$ cat config.mk
export PLATFORM = sky130hd
export DESIGN_NAME = host_capability_registers
export DESIGN_NICKNAME = d
export VERILOG_FILES = /design/src/rtl/cap_regs_pkg.sv /design/src/rtl/cap_dec_if.sv /design/src/rtl/cap_addr_decode.sv /design/src/rtl/host_capability_registers.sv
export SDC_FILE = /design/constraint.sdc
export NUM_CORES = 1
export LEC_CHECK = 0
export BUFFER_PORTS_ARGS = -buffer_cell sky130_fd_sc_hd__buf_2
export CORE_MARGIN = 8
export CORE_UTILIZATION = 45
export CTS_CLUSTER_DIAMETER = 30
export DETAILED_ROUTE_END_ITERATION = 7
export PLACE_DENSITY = 0.78
export SETUP_SLACK_MARGIN = 0.1
export SLEW_MARGIN = 20
export SYNTH_ARGS = -nofsm -noshare
export SYNTH_HDL_FRONTEND = slang
export SYNTH_SLANG_ARGS = --single-unit
$ cat constraint.sdc
create_clock -name sys_clk -period 3.6 [get_ports sys_clk]
set_clock_uncertainty 0.15 [all_clocks]
set_input_delay 0.54 -clock sys_clk [delete_from_list [all_inputs] [get_ports sys_clk]]
set_output_delay 0.54 -clock sys_clk [all_outputs]
set_load 0.03 [all_outputs]
$ cat src/rtl/cap_regs_pkg.sv
// Constants for the host controller capability register bank
package cap_regs_pkg;
  // ==================================================================
  // Register offsets from the memory base address
  localparam logic [31:0] CAP_LEN_VER_OFS  = 32'h0000_0000;
  localparam logic [31:0] STRUCT_PARAM_OFS = 32'h0000_0004;
  // Decoded window covers both words
  localparam int          WINDOW_LSB       = 3;
  localparam int          WORD_SEL_BIT     = 2;

  // ==================================================================
  // Field layout
  localparam int CAPLEN_LSB    = 0;
  localparam int CAPLEN_W      = 8;
  localparam int CAP_RSVD_LSB  = 8;
  localparam int CAP_RSVD_W    = 8;
  localparam int VERSION_LSB   = 16;
  localparam int VERSION_W     = 16;
  localparam int HCS_LOW_W     = 16;
  localparam int HCS_RSVD_LSB  = 16;
  localparam int HCS_RSVD_W    = 16;

  // ==================================================================
  // Reset and fixed values
  localparam logic [CAPLEN_W-1:0]   CAPLEN_RESET   = 8'h20;
  localparam logic [CAP_RSVD_W-1:0] CAP_RSVD_VAL   = 8'h00;
  localparam logic [HCS_RSVD_W-1:0] HCS_RSVD_VAL   = 16'h0000;
  localparam logic [15:0]           VERSION_DFLT   = 16'h0000;
  localparam logic [31:0]           RDATA_IDLE     = 32'h0000_0000;
endpackage : cap_regs_pkg

$ cat src/rtl/cap_dec_if.sv
// Carrier between the register bank and its address decoder
`timescale 1ns/1ps
interface cap_dec_if;
  logic [31:0] addr;
  logic [31:0] base;
  logic        hit;
  logic        sel_struct;

  modport dec  (input addr, input base, output hit, output sel_struct);
  modport user (output addr, output base, input hit, input sel_struct);
endinterface : cap_dec_if

$ cat src/rtl/cap_addr_decode.sv
// Address decoder relative to the memory base address
`timescale 1ns/1ps
module cap_addr_decode (
  cap_dec_if.dec d
);
  import cap_regs_pkg::*;

  logic [31:0] rel;

  // ==================================================================
  // Offset from base; wrap below base falls outside the window
  assign rel          = d.addr - d.base;
  assign d.hit        = (rel[31:WINDOW_LSB] == '0);
  assign d.sel_struct = rel[WORD_SEL_BIT];
endmodule // cap_addr_decode

$ cat src/rtl/host_capability_registers.sv
// Read-only capability registers at the head of the host controller register space
// Summary of operation
// - Offset zero decoded from base; bits 15:8 zero
// - Capability length bits 7:0, read-only, resets 0x20
// - Operational registers sit at base plus length
// - Bits 31:16 return BCD interface version
// - Offset 4 structural word, bits 31:16 zero
`timescale 1ns/1ps
module host_capability_registers #(
  parameter logic [cap_regs_pkg::VERSION_W-1:0] INTERFACE_VERSION = cap_regs_pkg::VERSION_DFLT
) (
  input  wire logic                               sys_clk,
  input  wire logic                               srst,
  input  wire logic [31:0]                        bar_base,
  input  wire logic [cap_regs_pkg::HCS_LOW_W-1:0] struct_low,
  input  wire logic                               req_valid,
  input  wire logic                               req_write,
  input  wire logic [31:0]                        req_addr,
  input  wire logic [31:0]                        req_wdata,
  output logic                                    resp_valid,
  output logic                                    resp_hit,
  output logic [31:0]                             resp_rdata,
  output logic [31:0]                             op_base
);
  import cap_regs_pkg::*;

  logic [CAPLEN_W-1:0]  capability_length_r;
  logic [HCS_LOW_W-1:0] struct_low_r;
  logic [31:0]          rdata_nxt;
  logic [31:0]          cap_word;
  logic [31:0]          struct_word;
  logic                 unused_wdata;

  cap_dec_if dec_bus ();

  // ==================================================================
  // Address decode
  assign dec_bus.addr = req_addr;
  assign dec_bus.base = bar_base;

  cap_addr_decode u_dec (
    .d (dec_bus)
  );

  // Write data has nowhere to go: every field is read-only
  assign unused_wdata = ^req_wdata;

  // ==================================================================
  // Held fields
  always_ff @(posedge sys_clk) begin
    if (srst) begin
      capability_length_r <= CAPLEN_RESET;
    end
  end

  // Low structural fields come from the neighbouring block each cycle
  always_ff @(posedge sys_clk) begin
    if (srst) begin
      struct_low_r <= '0;
    end else begin
      struct_low_r <= struct_low;
    end
  end

  // ==================================================================
  // Read words
  assign cap_word    = {INTERFACE_VERSION, CAP_RSVD_VAL, capability_length_r};
  assign struct_word = {HCS_RSVD_VAL, struct_low_r};

  always_comb begin
    rdata_nxt = RDATA_IDLE;
    if (req_valid && !req_write && dec_bus.hit) begin
      rdata_nxt = dec_bus.sel_struct ? struct_word : cap_word;
    end
  end

  // ==================================================================
  // Response: one cycle after the request, writes completed silently
  always_ff @(posedge sys_clk) begin
    if (srst) begin
      resp_valid <= 1'b0;
      resp_hit   <= 1'b0;
      resp_rdata <= RDATA_IDLE;
    end else begin
      resp_valid <= req_valid;
      resp_hit   <= req_valid && dec_bus.hit;
      resp_rdata <= rdata_nxt;
    end
  end

  // Start of operational space, tracks base relocation
  always_ff @(posedge sys_clk) begin
    if (srst) begin
      op_base <= '0;
    end else begin
      op_base <= bar_base + {{(32-CAPLEN_W){1'b0}}, capability_length_r};
    end
  end

  // ==================================================================
  // Checks over the whole window, byte lanes included
  localparam logic [31:0] WINDOW_BYTES = 32'h1 << WINDOW_LSB;

  logic [31:0] chk_rel;

  // Offset of the request from the base, wrapping below it like the decoder
  assign chk_rel = req_addr - bar_base;
endmodule // host_capability_registers

==> flow_metrics.py <==
metrics = {
    "cts": {
        "htreeDepth": 3,
        "clock_sinks": 66,
        "insertion_delay_ps": 340,
        "cts.reportedPaths.clkPinSlew_ps": 80,
        "cts_root_buf": "clkbuf_8",
        "cts_tree": "built",
        "numCtsBuffers": 9,
        "clockBufferDepth": 2,
    },
    "logic_synthesis": {
        "synth_xor_area_share_pct": 6.963,
        "yosys.area_share.simple_pct": 27.85,
        "netlist_area_mm2": 0.004528,
        "synth-seq-area-share_pct": 29.18,
        "ys_ff_latch": 66,
        "async_flop_share_pct": 0,
        "synth_top_family_by_area": "simple AND/OR/NAND/NOR gates",
        "synth-edff-count": 0,
        "muxShareOfSynthArea_pct": 0.9395,
        "yosysWarnings": 0,
        "synthFlopType": "dfxtp_1",
        "synth_adder_area_share_pct": 8.566,
        "yosysUniqueCellTypes": 61,
        "avgSynthCellArea_um2": 7.916,
        "synth_cells": 572,
        "synth_compound_area_share_pct": 17.57,
    },
    "power_and_ir_drop": {
        "power_mw": 2.313,
        "p_per_area_mw_per_mm2": 347.9,
        "irDropWorstVdd_uv": 216.3,
        "leakage_nw": 3.024,
    },
    "routing": {
        "totalWireLength_um": 16290,
        "wl_per_cell_um": 17.23,
        "postRouteAntennaNets": 0,
        "viasPerCell": 5.436,
        "drtIter0Drc": 509,
        "dr.pass1.iters": 5,
        "drc_errors": 0,
        "route.vias.total": 5137,
    },
    "global_route": {
        "grtUsageTotal_pct": 23.19,
        "grt_max_degree": 49,
        "grt-ovfl-total": 0,
        "grt_first_pass_wirelength_um": 24800,
        "antenna_found_initial": 1,
        "grt_pass1_vias": 5069,
    },
    "place": {
        "dp_cells": 919,
        "port_buffers": 133,
        "gp_congestion": 0.9772,
        "dp_hpwl_um": 12680,
    },
    "critical_path": {
        "startpoint_type": "primary input",
        "r2r_cells": 2,
        "worstPathArrival_ps": 3620,
        "crit_fanout": 5,
        "required_ps": 3690,
        "cp-end-kind": "flip-flop",
        "worst-setup-path-type": "primary input to flip-flop",
    },
    "die": {
        "core_mm2": 0.009774,
        "die_area_mm2": 0.01353,
        "rows": 36,
        "num_io_pins": 182,
        "initial_core_util_pct": 46.33,
        "die_h_um": 116.3,
        "fp.dieW_um": 116.3,
    },
    "layout": {
        "seq_area_mm2": 0.001321,
        "syn_to_final_growth_pct": 46.84,
        "stdcell_count": 945,
        "multiInputGateArea_mm2": 0.003256,
        "drive_above_1_share_pct": 42.17,
        "num-nets-final": 953,
        "final_common_cell": "buf_2",
        "fillCellCount": 784,
        "final_cell_mix": "133 x buf_2, 116 x buf_4, 66 x dfxtp_1",
    },
    "timing": {
        "rsz0062_at_grt": "yes",
        "finalHoldViolCount": 0,
        "finalSetupViolCount": 0,
        "max_freq_mhz": 283.5,
        "slew_viol_final": 0,
        "worst_pin_slew_ps": 759.8,
        "min_period_ps": 3527,
        "holdWs_ps": 250.1,
        "fin_crit_sh_pct": 97.98,
        "slew_headroom_pct": 48.04,
    },
    "min_path": {
        "holdPathStages": 2,
        "hold_path.class": "primary input to flip-flop",
    },
    "status": {
        "status": "finished, final reports clean",
    },
    "flow_run": {
        "max-cap-violations": 0,
    },
}
## registers in the layout, indices dropped and copies added, names as in the netlist
signal,count
op_base,32
resp_hit,1
resp_rdata,16
resp_valid,1
struct_low_r,16
## worst paths after layout
| kind | endpoint | slack, ps | startpoint |
|---|---|---|---|
| worst max-delay path | resp_rdata[2]$_SDFF_PP0_ | 70 | bar_base[2] |
| worst min-delay path | struct_low_r[4]$_SDFF_PP0_ | 250 | struct_low[4] |
| worst max register to register | resp_rdata[11]$_SDFF_PP0_ | 2630 | struct_low_r[11]$_SDFF_PP0_ |
| worst min register to register | resp_rdata[1]$_SDFF_PP0_ | 310 | struct_low_r[1]$_SDFF_PP0_ |
## where the power goes
| part | total [mW] | internal, mW | switching [mW] |
|---|---|---|---|
| Combinational | 0.875 | 0.375 | 0.500 |
| Clock | 0.670 | 0.395 | 0.274 |
| Sequential | 0.768 | 0.760 | 0.00746 |
| Total | 2.31 | 1.53 | 0.782 |
## routing by layer
layer / up-vias / track usage [%] / share of wire, %
met1: 2410 / 29.12 / 42
met4: 0 / 8.729 / 2.1
li1: 2473 / - / -
met2: 231 / 39.02 / 48
met3: 23 / 3.671 / 7.1
met5: - / 0 / 0
## cell type report
type / instances / share of cell area, %
sequential: 66 / 19.87
timing repair buffer: 249 / 23.11
clock buffer: 13 / 2.691
clock inverter: 3 / 0.6775
tap: 133 / 2.503
multi-input combinational: 442 / 48.96
inverter: 38 / 2.145
antenna: 1 / 0.03764
## through the flow
stage / setup TNS [ps] / setup slack [ps] / cell area [µm²] / utilization [%]
after CTS: 0 / 111.9 / 6295 / 64.40
after floorplan: 0 / 101.2 / 4608 / -
after detailed placement: -6311 / -447.4 / 5995 / 61.33
after global placement: -5519 / -372.3 / 5995 / 61.33
final: 0 / 72.69 / 6649 / 68.02
after global routing: 0 / 7.619 / 6649 / 68.02
## logic make-up (layout without fill, tap and decap cells)
group	after synthesis	count (layout)
flip-flops	66	66
AO/OA/AOI/OAI	126	126
buffers and inverters	81	303
XOR/XNOR	36	36
other	1	17
adder cells (fa/ha/maj)	31	31
AND/OR/NAND/NOR	227	229
multiplexers	4	4
## synthesized netlist by cell type (8+ instances only)
cell type	number	share of area, %
nand2_1	44	3.6
buf_4	16	2.7
buf_2	9	0.99
nor2b_1	22	3.0
xnor2_1	29	5.6
dfxtp_1	66	29
ha_1	31	8.6
nor4_2	8	2.2
a31oi_1	8	1.1
o21ai_0	31	3.4
nor2_1	50	4.1
nand3b_1	15	2.5
inv_1	38	3.2
a21oi_1	43	4.8
nor4_1	11	1.5
clkbuf_1	15	1.2
nor3_1	16	1.8
nand4_1	19	2.6
nand3_1	18	2.0
## timing repair
item	4_1_cts	5_1_grt
hold buffers	0	0
buffers inserted	3	4
resized for setup	11	60
gates cloned	2	0
endpoints found under the setup margin	17	17
pin swaps	5	21
## worst max-delay path, cell delays in order
cell	delay (ps)
buf_2	100
inv_1	100
ha_1	250
buf_4	150
a21o_1	170
a31o_2	240
buf_4	140
a21o_1	210
a31oi_1	280
nor3_1	160
nand2_1	90
nand4_1	70
buf_4	170
or4_4	620
nor4_4	310
No activity file was read; power rests on OpenSTA's default activity.
